[config.mk]
export PLATFORM = sky130hd
export DESIGN_NAME = trc_timer
export DESIGN_NICKNAME = d
export VERILOG_FILES = /design/src/rtl/trc_pkg.sv /design/src/rtl/trc_sync.sv /design/src/rtl/trc_timer.sv
export VERILOG_INCLUDE_DIRS = /design/src /design/src/rtl
export SDC_FILE = /design/constraint.sdc
export NUM_CORES = 1
export LEC_CHECK = 0
export BUFFER_PORTS_ARGS = -buffer_cell sky130_fd_sc_hd__buf_2
export CELL_PAD_IN_SITES_DETAIL_PLACEMENT = 0
export CELL_PAD_IN_SITES_GLOBAL_PLACEMENT = 1
export CORE_AREA = 2 2 148 150
export DETAILED_ROUTE_END_ITERATION = 16
export DIE_AREA = 0 0 150 152
export PLACE_DENSITY_LB_ADDON = 0.1
export SYNTH_ARGS = -nofsm -noshare
export SYNTH_HDL_FRONTEND = slang
export SYNTH_SLANG_ARGS = --single-unit
[constraint.sdc]
create_clock -name core_clk -period 2.9 [get_ports core_clk]
set_clock_uncertainty 0.05 [all_clocks]
set_input_delay 0.29 -clock core_clk [delete_from_list [all_inputs] [get_ports core_clk]]
set_output_delay 0.29 -clock core_clk [all_outputs]
set_load 0.005 [all_outputs]
[src/rtl/trc_defs.svh]
// Constants for the dual 16-bit reload/capture timer: register offsets, field positions,
// reset values and clock divider counts.
// Assumes it is included by bare name after the package, by the timer design files only.
`ifndef TRC_DEFS_SVH
`define TRC_DEFS_SVH

// Register offsets on the byte-addressed register port.
`define TRC_INST_STRIDE     8'h10
`define TRC_OFS_CTRL        4'h0
`define TRC_OFS_RELOAD      4'h4
`define TRC_OFS_COUNT       4'h8
`define TRC_ADDR_IRQ_STATUS 8'h20
`define TRC_ADDR_IRQ_MASK   8'h24

// Control register field positions.
`define TRC_CTRL_RUN        0
`define TRC_CTRL_COUNTER    1
`define TRC_CTRL_CAPTURE    2
`define TRC_CTRL_UPDOWN     3
`define TRC_CTRL_TRIG_EN    4
`define TRC_CTRL_RISING     5
`define TRC_CTRL_PRESC_LSB  8
`define TRC_CTRL_PRESC_MSB  10

// Interrupt status bit positions within one timer's pair of bits.
`define TRC_IRQ_RELOAD_BIT  0
`define TRC_IRQ_CAPTURE_BIT 1

// Reset values.
`define TRC_CTRL_RESET      16'h0000
`define TRC_COUNT_RESET     16'h0000
`define TRC_RELOAD_RESET    16'h0000
`define TRC_MASK_RESET      4'h0

// Count limits.
`define TRC_COUNT_MAX       16'hffff
`define TRC_COUNT_MIN       16'h0000

// Peripheral clocks per count tick with the prescaler off.
`define TRC_BASE_DIV        4'hc

`endif

[src/rtl/trc_pkg.sv]
// Types shared by the dual 16-bit reload/capture timer.
// Assumes nothing of its surroundings; users name every item as trc_pkg::name.
package trc_pkg;

    // Pins of one timer instance.
    typedef struct packed {
        logic external_count_pin;
        logic reload_capture_trigger_pin;
    } trc_pins_t;

    // Control register layout of one timer instance.
    typedef struct packed {
        logic [4:0] unused_hi;
        logic [2:0] presc;
        logic [1:0] unused_mid;
        logic       rising;
        logic       trig_en;
        logic       updown;
        logic       capture;
        logic       counter;
        logic       run;
    } trc_ctrl_t;

    // Operating mode derived from the control bits.
    typedef enum logic [1:0] {
        TRC_MODE_RELOAD,
        TRC_MODE_UPDOWN,
        TRC_MODE_CAPTURE
    } trc_mode_t;

endpackage : trc_pkg

[src/rtl/trc_sync.sv]
// Two-flop synchroniser for a vector of asynchronous pin levels.
// Assumes the inputs are plain levels; only the second stage is used outside.
`timescale 1ns/1ps
module trc_sync #(
    parameter int WIDTH = 1
) (
    // Clock and reset.
    input  wire logic             core_clk,
    input  wire logic             rst,
    // Pin levels in and synchronised levels out.
    input  wire logic [WIDTH-1:0] pin_in,
    output logic      [WIDTH-1:0] pin_sync
);

    logic [WIDTH-1:0] stage1_q;

    // The first stage feeds only the second stage; reset preloads both stages with the
    // pin level, so the release of reset shows no false edge downstream.
    always_ff @(posedge core_clk)
    begin
        if (rst)
        begin
            stage1_q <= pin_in;
            pin_sync <= pin_in;
        end
        else
        begin
            stage1_q <= pin_in;
            pin_sync <= stage1_q;
        end
    end

endmodule : trc_sync

[src/rtl/trc_timer.sv]
// Two identical 16-bit timer/counters with auto-reload, up/down and one-channel capture
// modes, a shared register port and one level interrupt.
// Assumes one 40 MHz clock core_clk, synchronous active-high rst, and a register master
// that issues one-cycle strobes and takes read data in the cycle after the read strobe.
//
// How it works
// - Two identical 16-bit timers, reload or capture.
// - Timer mode ticks every twelve peripheral clocks, times 2**presc.
// - Counter mode counts count-pin falling edges, slow.
// - Reload mode counts up from reload value.
// - Reload on overflow, optionally also trigger edge.
// - Each reload loads stored value, raises interrupt.
// - Up/down: trigger level picks direction, no interrupt.
// - Counting up reloads stored value on overflow.
// - Counting down underflows at stored value, reloads FFFF.
// - Capture mode counts up, wraps to zero.
// - Trigger edge copies count into stored value.
// - Capture mode interrupts on reload and capture.
//
// Local design decisions: the address-and-strobe port and the address map.
`timescale 1ns/1ps
`include "trc_defs.svh"
module trc_timer (
    // Clock and reset.
    input  wire logic                     core_clk,
    input  wire logic                     rst,
    // Register port.
    input  wire logic [7:0]               reg_addr,
    input  wire logic [15:0]              reg_wdata,
    input  wire logic                     reg_wr,
    input  wire logic                     reg_rd,
    output logic      [15:0]              reg_rdata,
    // Timer pins, one entry per timer.
    input  wire trc_pkg::trc_pins_t [1:0] timer_pins,
    // Interrupt request.
    output logic                          irq
);

    localparam int NUM_TMR = 2;

    logic [3:0]               base_cnt_q;
    logic                     base_tick;
    logic [3:0]               pins_raw;
    logic [3:0]               pins_sync;
    trc_pkg::trc_ctrl_t       ctrl_q [NUM_TMR];
    logic [15:0]              reload_capture_value_q [NUM_TMR];
    logic [15:0]              timer_count_value_q [NUM_TMR];
    logic [15:0]              count_d [NUM_TMR];
    logic [6:0]               presc_cnt_q [NUM_TMR];
    logic                     count_smp_q [NUM_TMR];
    logic                     trig_prev_q [NUM_TMR];
    logic                     tick [NUM_TMR];
    logic                     advance [NUM_TMR];
    logic                     trig_edge [NUM_TMR];
    logic                     reload_ev [NUM_TMR];
    logic                     capture_ev [NUM_TMR];
    logic                     wr_ctrl [NUM_TMR];
    logic                     wr_reload [NUM_TMR];
    logic                     wr_count [NUM_TMR];
    trc_pkg::trc_mode_t       mode [NUM_TMR];
    logic [3:0]               irq_status_q;
    logic [3:0]               irq_mask_q;
    logic [3:0]               irq_set;
    logic                     wr_status;
    logic                     wr_mask;

    // Base divider: one pulse every twelve peripheral clocks feeds both prescalers.
    always_ff @(posedge core_clk)
    begin
        if (rst || base_tick)
        begin
            base_cnt_q <= 4'h0;
        end
        else
        begin
            base_cnt_q <= base_cnt_q + 4'h1;
        end
    end

    assign base_tick = (base_cnt_q == (`TRC_BASE_DIV - 4'h1));

    // Both timers' pins pass one shared synchroniser.
    always_comb
    begin
        for (int k = 0; k < NUM_TMR; k++)
        begin
            pins_raw[2*k]   = timer_pins[k].external_count_pin;
            pins_raw[2*k+1] = timer_pins[k].reload_capture_trigger_pin;
        end
    end

    trc_sync #(
        .WIDTH    (4)
    ) u_sync (
        .core_clk (core_clk),
        .rst      (rst),
        .pin_in   (pins_raw),
        .pin_sync (pins_sync)
    );

    // Global register write decodes.
    assign wr_status = reg_wr && (reg_addr == `TRC_ADDR_IRQ_STATUS);
    assign wr_mask   = reg_wr && (reg_addr == `TRC_ADDR_IRQ_MASK);

    generate
        for (genvar i = 0; i < NUM_TMR; i++)
        begin : g_tmr
            // Per-timer register write decodes.
            assign wr_ctrl[i]   = reg_wr && (reg_addr == 8'((i * 16) + `TRC_OFS_CTRL));
            assign wr_reload[i] = reg_wr && (reg_addr == 8'((i * 16) + `TRC_OFS_RELOAD));
            assign wr_count[i]  = reg_wr && (reg_addr == 8'((i * 16) + `TRC_OFS_COUNT));

            // Mode selection from the control bits; capture takes precedence over up/down.
            assign mode[i] = ctrl_q[i].capture ? trc_pkg::TRC_MODE_CAPTURE :
                             (ctrl_q[i].updown ? trc_pkg::TRC_MODE_UPDOWN : trc_pkg::TRC_MODE_RELOAD);

            // Control register.
            always_ff @(posedge core_clk)
            begin
                if (rst)
                begin
                    ctrl_q[i] <= `TRC_CTRL_RESET;
                end
                else if (wr_ctrl[i])
                begin
                    ctrl_q[i] <= reg_wdata;
                end
            end

            // Prescaler: passes one base pulse in every 2**presc.
            always_ff @(posedge core_clk)
            begin
                if (rst)
                begin
                    presc_cnt_q[i] <= 7'h00;
                end
                else if (!ctrl_q[i].run || tick[i])
                begin
                    presc_cnt_q[i] <= 7'h00;
                end
                else if (base_tick)
                begin
                    presc_cnt_q[i] <= presc_cnt_q[i] + 7'h01;
                end
            end

            assign tick[i] = base_tick && (presc_cnt_q[i] == 7'((8'h01 << ctrl_q[i].presc) - 8'h01));

            // Count pin is sampled once per tick, so a falling edge needs one tick high
            // and one tick low: the fastest countable rate is a 24-clock period.
            always_ff @(posedge core_clk)
            begin
                if (rst)
                begin
                    count_smp_q[i] <= 1'b0;
                end
                else if (tick[i])
                begin
                    count_smp_q[i] <= pins_sync[2*i];
                end
            end

            // Trigger pin previous level; it tracks the pin through reset, so no false edge follows it.
            always_ff @(posedge core_clk)
            begin
                trig_prev_q[i] <= pins_sync[2*i+1];
            end

            // Advance on a tick in timer mode, on a sampled falling edge in counter mode.
            assign advance[i] = ctrl_q[i].run && tick[i] &&
                                (!ctrl_q[i].counter || (count_smp_q[i] && !pins_sync[2*i]));

            // Selected trigger edge, only while enabled and running.
            assign trig_edge[i] = ctrl_q[i].run && ctrl_q[i].trig_en &&
                                  (ctrl_q[i].rising ? (pins_sync[2*i+1] && !trig_prev_q[i])
                                                    : (!pins_sync[2*i+1] && trig_prev_q[i]));

            // Capture event copies the count in capture mode.
            assign capture_ev[i] = trig_edge[i] && (mode[i] == trc_pkg::TRC_MODE_CAPTURE);

            // Next count value and reload event for each mode.
            always_comb
            begin
                count_d[i]   = timer_count_value_q[i];
                reload_ev[i] = 1'b0;
                case (mode[i])
                    trc_pkg::TRC_MODE_RELOAD:
                    begin
                        if (trig_edge[i])
                        begin
                            count_d[i]   = reload_capture_value_q[i];
                            reload_ev[i] = 1'b1;
                        end
                        else if (advance[i])
                        begin
                            if (timer_count_value_q[i] == `TRC_COUNT_MAX)
                            begin
                                count_d[i]   = reload_capture_value_q[i];
                                reload_ev[i] = 1'b1;
                            end
                            else
                            begin
                                count_d[i] = timer_count_value_q[i] + 16'h0001;
                            end
                        end
                    end
                    trc_pkg::TRC_MODE_UPDOWN:
                    begin
                        // Trigger level high counts up, low counts down; never interrupts.
                        if (advance[i] && pins_sync[2*i+1])
                        begin
                            if (timer_count_value_q[i] == `TRC_COUNT_MAX)
                            begin
                                count_d[i] = reload_capture_value_q[i];
                            end
                            else
                            begin
                                count_d[i] = timer_count_value_q[i] + 16'h0001;
                            end
                        end
                        else if (advance[i])
                        begin
                            if (timer_count_value_q[i] == reload_capture_value_q[i])
                            begin
                                count_d[i] = `TRC_COUNT_MAX;
                            end
                            else
                            begin
                                count_d[i] = timer_count_value_q[i] - 16'h0001;
                            end
                        end
                    end
                    default:
                    begin
                        if (advance[i])
                        begin
                            if (timer_count_value_q[i] == `TRC_COUNT_MAX)
                            begin
                                count_d[i]   = `TRC_COUNT_MIN;
                                reload_ev[i] = 1'b1;
                            end
                            else
                            begin
                                count_d[i] = timer_count_value_q[i] + 16'h0001;
                            end
                        end
                    end
                endcase
                if (wr_count[i])
                begin
                    count_d[i] = reg_wdata;
                end
            end

            // Count register; a software write overrides the hardware step.
            always_ff @(posedge core_clk)
            begin
                if (rst)
                begin
                    timer_count_value_q[i] <= `TRC_COUNT_RESET;
                end
                else
                begin
                    timer_count_value_q[i] <= count_d[i];
                end
            end

            // Reload/capture register; a capture wins over a software write.
            always_ff @(posedge core_clk)
            begin
                if (rst)
                begin
                    reload_capture_value_q[i] <= `TRC_RELOAD_RESET;
                end
                else if (capture_ev[i])
                begin
                    reload_capture_value_q[i] <= timer_count_value_q[i];
                end
                else if (wr_reload[i])
                begin
                    reload_capture_value_q[i] <= reg_wdata;
                end
            end

            // Interrupt events of this timer; up/down mode raises none.
            assign irq_set[2*i+`TRC_IRQ_RELOAD_BIT]  = reload_ev[i] &&
                                                       (mode[i] != trc_pkg::TRC_MODE_UPDOWN);
            assign irq_set[2*i+`TRC_IRQ_CAPTURE_BIT] = capture_ev[i];
        end
    endgenerate

    // Sticky status, cleared by writing one; a new event in the clearing cycle survives.
    always_ff @(posedge core_clk)
    begin
        if (rst)
        begin
            irq_status_q <= 4'h0;
        end
        else if (wr_status)
        begin
            irq_status_q <= (irq_status_q & ~reg_wdata[3:0]) | irq_set;
        end
        else
        begin
            irq_status_q <= irq_status_q | irq_set;
        end
    end

    // Interrupt mask register.
    always_ff @(posedge core_clk)
    begin
        if (rst)
        begin
            irq_mask_q <= `TRC_MASK_RESET;
        end
        else if (wr_mask)
        begin
            irq_mask_q <= reg_wdata[3:0];
        end
    end

    // Level interrupt while any unmasked status bit is set.
    assign irq = |(irq_status_q & irq_mask_q);

    // Read data, registered, valid in the cycle after the read strobe only.
    always_ff @(posedge core_clk)
    begin
        if (rst || !reg_rd)
        begin
            reg_rdata <= 16'h0000;
        end
        else if (reg_addr == `TRC_ADDR_IRQ_STATUS)
        begin
            reg_rdata <= {12'h000, irq_status_q};
        end
        else if (reg_addr == `TRC_ADDR_IRQ_MASK)
        begin
            reg_rdata <= {12'h000, irq_mask_q};
        end
        else if ((reg_addr[7:5] == 3'h0) && (reg_addr[3:0] == `TRC_OFS_CTRL))
        begin
            reg_rdata <= ctrl_q[reg_addr[4]];
        end
        else if ((reg_addr[7:5] == 3'h0) && (reg_addr[3:0] == `TRC_OFS_RELOAD))
        begin
            reg_rdata <= reload_capture_value_q[reg_addr[4]];
        end
        else if ((reg_addr[7:5] == 3'h0) && (reg_addr[3:0] == `TRC_OFS_COUNT))
        begin
            reg_rdata <= timer_count_value_q[reg_addr[4]];
        end
        else
        begin
            reg_rdata <= 16'h0000;
        end
    end

endmodule : trc_timer
==> results.py <==
metrics = {
    "run_status": {
        "outcome": "completed",
    },
    "placed_design": {
        "portBuffers": 48,
        "dp_hpwl_um": 25700,
        "place_congestion": 0.969,
    },
    "synth": {
        "yosysSeqAreaShare": 0.373,
        "async_reset_ff_frac": 0,
        "yosysWarnings": 0,
        "avgSynthCellArea_um2": 9.07,
        "synth_fp_nets": 1164,
        "yosysUniqueCellTypes": 87,
        "netlist_area_mm2": 0.0102,
        "synth_cells": 1125,
        "ys_ff_latch": 150,
        "synth_edf_count": 80,
        "ys_top_cells_by_area": "edfxtp_1 (24%), dfxtp_1 (14%), xor2_1 (4.5%)",
        "synth_ff_type": "edfxtp_1",
        "yosys.area.top_type": "edfxtp_1",
        "synth_top_area_frac": 0.235,
    },
    "final_layout": {
        "drive_gt1_frac": 0.194,
        "nets": 1232,
        "diodes": 0,
        "final_util": 0.550,
        "fillers": 2017,
        "syn_to_final_growth_pct": 15.0,
    },
    "clock_tree": {
        "path_clk_slew_ns": 0.07,
        "clock_path_buffers": 2,
        "cts_tree": "built",
        "cts.sinks": 150,
        "clockRootBuffer": "clkbuf_16",
        "cts_setup_buffers": 0,
        "htreeDepth": 4,
        "numCtsBuffers": 17,
        "clkLatencyLatePin_ns": 0.43,
    },
    "floorplanning": {
        "pin_count": 49,
        "die_h_um": 152,
        "die_x_um": 150,
        "start_util": 0.478,
        "core.rowCount": 54,
        "core_mm2": 0.0214,
        "die_area_mm2": 0.0228,
    },
    "grt": {
        "grt.total_usage": 0.307,
        "antenna_found_initial": 0,
        "grt-ovfl-total": 0,
        "grt_first_pass_wirelength_um": 53600,
        "grt_pass1_vias": 9011,
        "grt_max_degree": 39,
    },
    "setup_path": {
        "reg2reg_setup_slack_ns": 0.13,
        "cp.required_ns": 3.16,
        "worst_ep_arrival_time_ns": 3.03,
        "rr_worst_depth": 8,
        "critPathLaunch": "presc_cnt_q[1][4]$_SDFFCE_PN0P_",
        "timing.rr.start": "presc_cnt_q[1][4]$_SDFFCE_PN0P_",
        "cp-end-kind": "flip-flop",
        "worstPathMaxFanout": 11,
        "critical_path_class": "flip-flop to flip-flop",
        "cp-start-kind": "flip-flop",
    },
    "worst_hold_path": {
        "holdCritStartpoint": "rst",
        "whs_path_depth": 2,
        "hold_path.class": "primary input to flip-flop",
    },
    "route": {
        "via_per_inst": 6.45,
        "ant_nets": 0,
        "drt_wl_total_um": 35100,
        "drc": 0,
        "vias": 9590,
        "drt_pass1_iterations": 5,
        "drtIter0Drc": 970,
        "routedWlPerCell_um": 23.6,
    },
    "power_and_ir_drop": {
        "cellPowerDensity_mw_per_mm2": 444,
        "peakVddDrop_mv": 0.366,
        "power.static_leakage_nw": 4.65,
        "p_total_mw": 5.21,
    },
    "sta": {
        "timing.max_slew.rel_slack": 0.218,
        "setup_viol": 0,
        "rsz0062_at_grt": "no",
        "finalHoldViolations": 0,
        "period_share": 0.956,
        "max_freq_mhz": 361,
        "drv_slew": 0,
        "finalSetupTns_ns": 0,
        "max_slew.worst_pin.slew_ns": 1.17,
        "min_period_ns": 2.77,
        "hold_ws_ns": 0.103,
    },
    "job": {
        "cap_violations": 0,
    },
}
sequential cells by signal, summed over array words and instances, names as in the netlist:
name / cells
trig_prev_q: 2
u_sync.pin_sync: 4
reg_rdata: 16
presc_cnt_q: 14
irq_status_q: 4
ctrl_q: 32
u_sync.stage1_q: 4
count_smp_q: 2
base_cnt_q: 4
irq_mask_q: 4
timer_count_value_q: 32
reload_capture_value_q: 32
cells by family after synthesis:
family | share of synthesized area
AND/OR/NAND/NOR | 0.222
AO/OA/AOI/OAI | 0.199
flip-flops | 0.373
buffers and inverters | 0.0483
XOR/XNOR | 0.0815
multiplexers | 0.0674
adder cells (fa/ha/maj) | 0.00858
metal layers:
| metal | global-route usage | wire length (µm) | up-vias |
|---|---|---|---|
| met2 | 0.484 | 16300 | 448 |
| li1 | - | - | 4383 |
| met4 | 0.0894 | 794 | 0 |
| met1 | 0.442 | 15600 | 4688 |
| met3 | 0.0396 | 2390 | 71 |
| met5 | 0 | 0 | - |
per-stage QoR:
step | setup slack, ns | cells | instance area [µm²]
2_1_floorplan | 0.236 | 1125 | 10200
3_3_place_gp | 0.286 | 1450 | 11100
3_5_place_dp | 0.159 | 1450 | 11100
4_1_cts | 0.0948 | 1486 | 11700
5_1_grt | 0.00384 | 1486 | 11700
6_report | 0.128 | 1486 | 11700
where the power goes:
| part | leakage, nW | total, mW | internal (mW) | switching [mW] |
|---|---|---|---|---|
| clock | 0.290 | 2.25 | 1.31 | 0.943 |
| combinational | 2.98 | 0.553 | 0.224 | 0.328 |
| sequential | 1.38 | 2.41 | 2.31 | 0.101 |
| total | 4.65 | 5.21 | 3.84 | 1.37 |
cell usage after synthesis, types with 35 or more instances:
master	instances
dfxtp_1	70
xor2_1	53
a22o_1	36
clkbuf_1	56
nand2_1	77
edfxtp_1	80
nor2_1	104
nand3_1	46
and2_1	46
xnor2_1	42
nor3_1	40
mux2i_1	35
area by class of cell:
cell class              instances  area (µm²)  area share
clock buffers                  25         539      0.0459
clock inverters                 7        57.6     0.00490
inverters                      15        56.3     0.00480
multi-input cells             864        5940       0.506
flip-flops and latches        150        3800       0.324
well taps                     280         350      0.0298
repair buffers                145         991      0.0844
critical path: stages (launching register included):
cell and delay, ns:
edfxtp_1 0.48, or4_4 0.57, o22ai_2 0.18, nor2_2 0.10, nor4b_2 0.52, o21ai_0 0.14, buf_4 0.23, nor4_1 0.29
nor3_1 0.09
worst paths after layout:
check | endpoint
hold reg to reg | u_sync.pin_sync[1]$_DFF_P_
hold / removal | irq_status_q[1]$_SDFF_PP0_
setup reg to reg | timer_count_value_q[1][6]$_SDFFE_PP0P_
setup / recovery | timer_count_value_q[1][6]$_SDFFE_PP0P_
cell usage in the layout, fill, tap and decap left out, types with 8 or more instances in the layout:
cell	count
a31oi_1	18
nand3_1	46
a22oi_1	11
a221oi_1	22
and2_1	46
and4_1	8
and3_1	8
clkbuf_16	20
nand2_1	77
o21ai_0	29
mux2_2	30
a21oi_1	34
a221o_1	11
inv_1	14
nor3_1	39
buf_2	48
o221ai_1	13
buf_4	92
o22ai_1	12
a22o_1	36
a211oi_1	15
nand4_1	19
xnor2_1	42
mux2i_1	35
dfxtp_1	70
nand2b_1	8
edfxtp_1	80
xor2_1	53
nor4_1	19
nor2_1	104
or3_1	8
timing repair:
action                     in CTS  in global routing
resized for setup               0                  3
setup endpoints to repair       0                 11
hold buffers                    4                  0
hold endpoints to repair        4                  0
No activity file was read; power rests on OpenSTA's default activity.
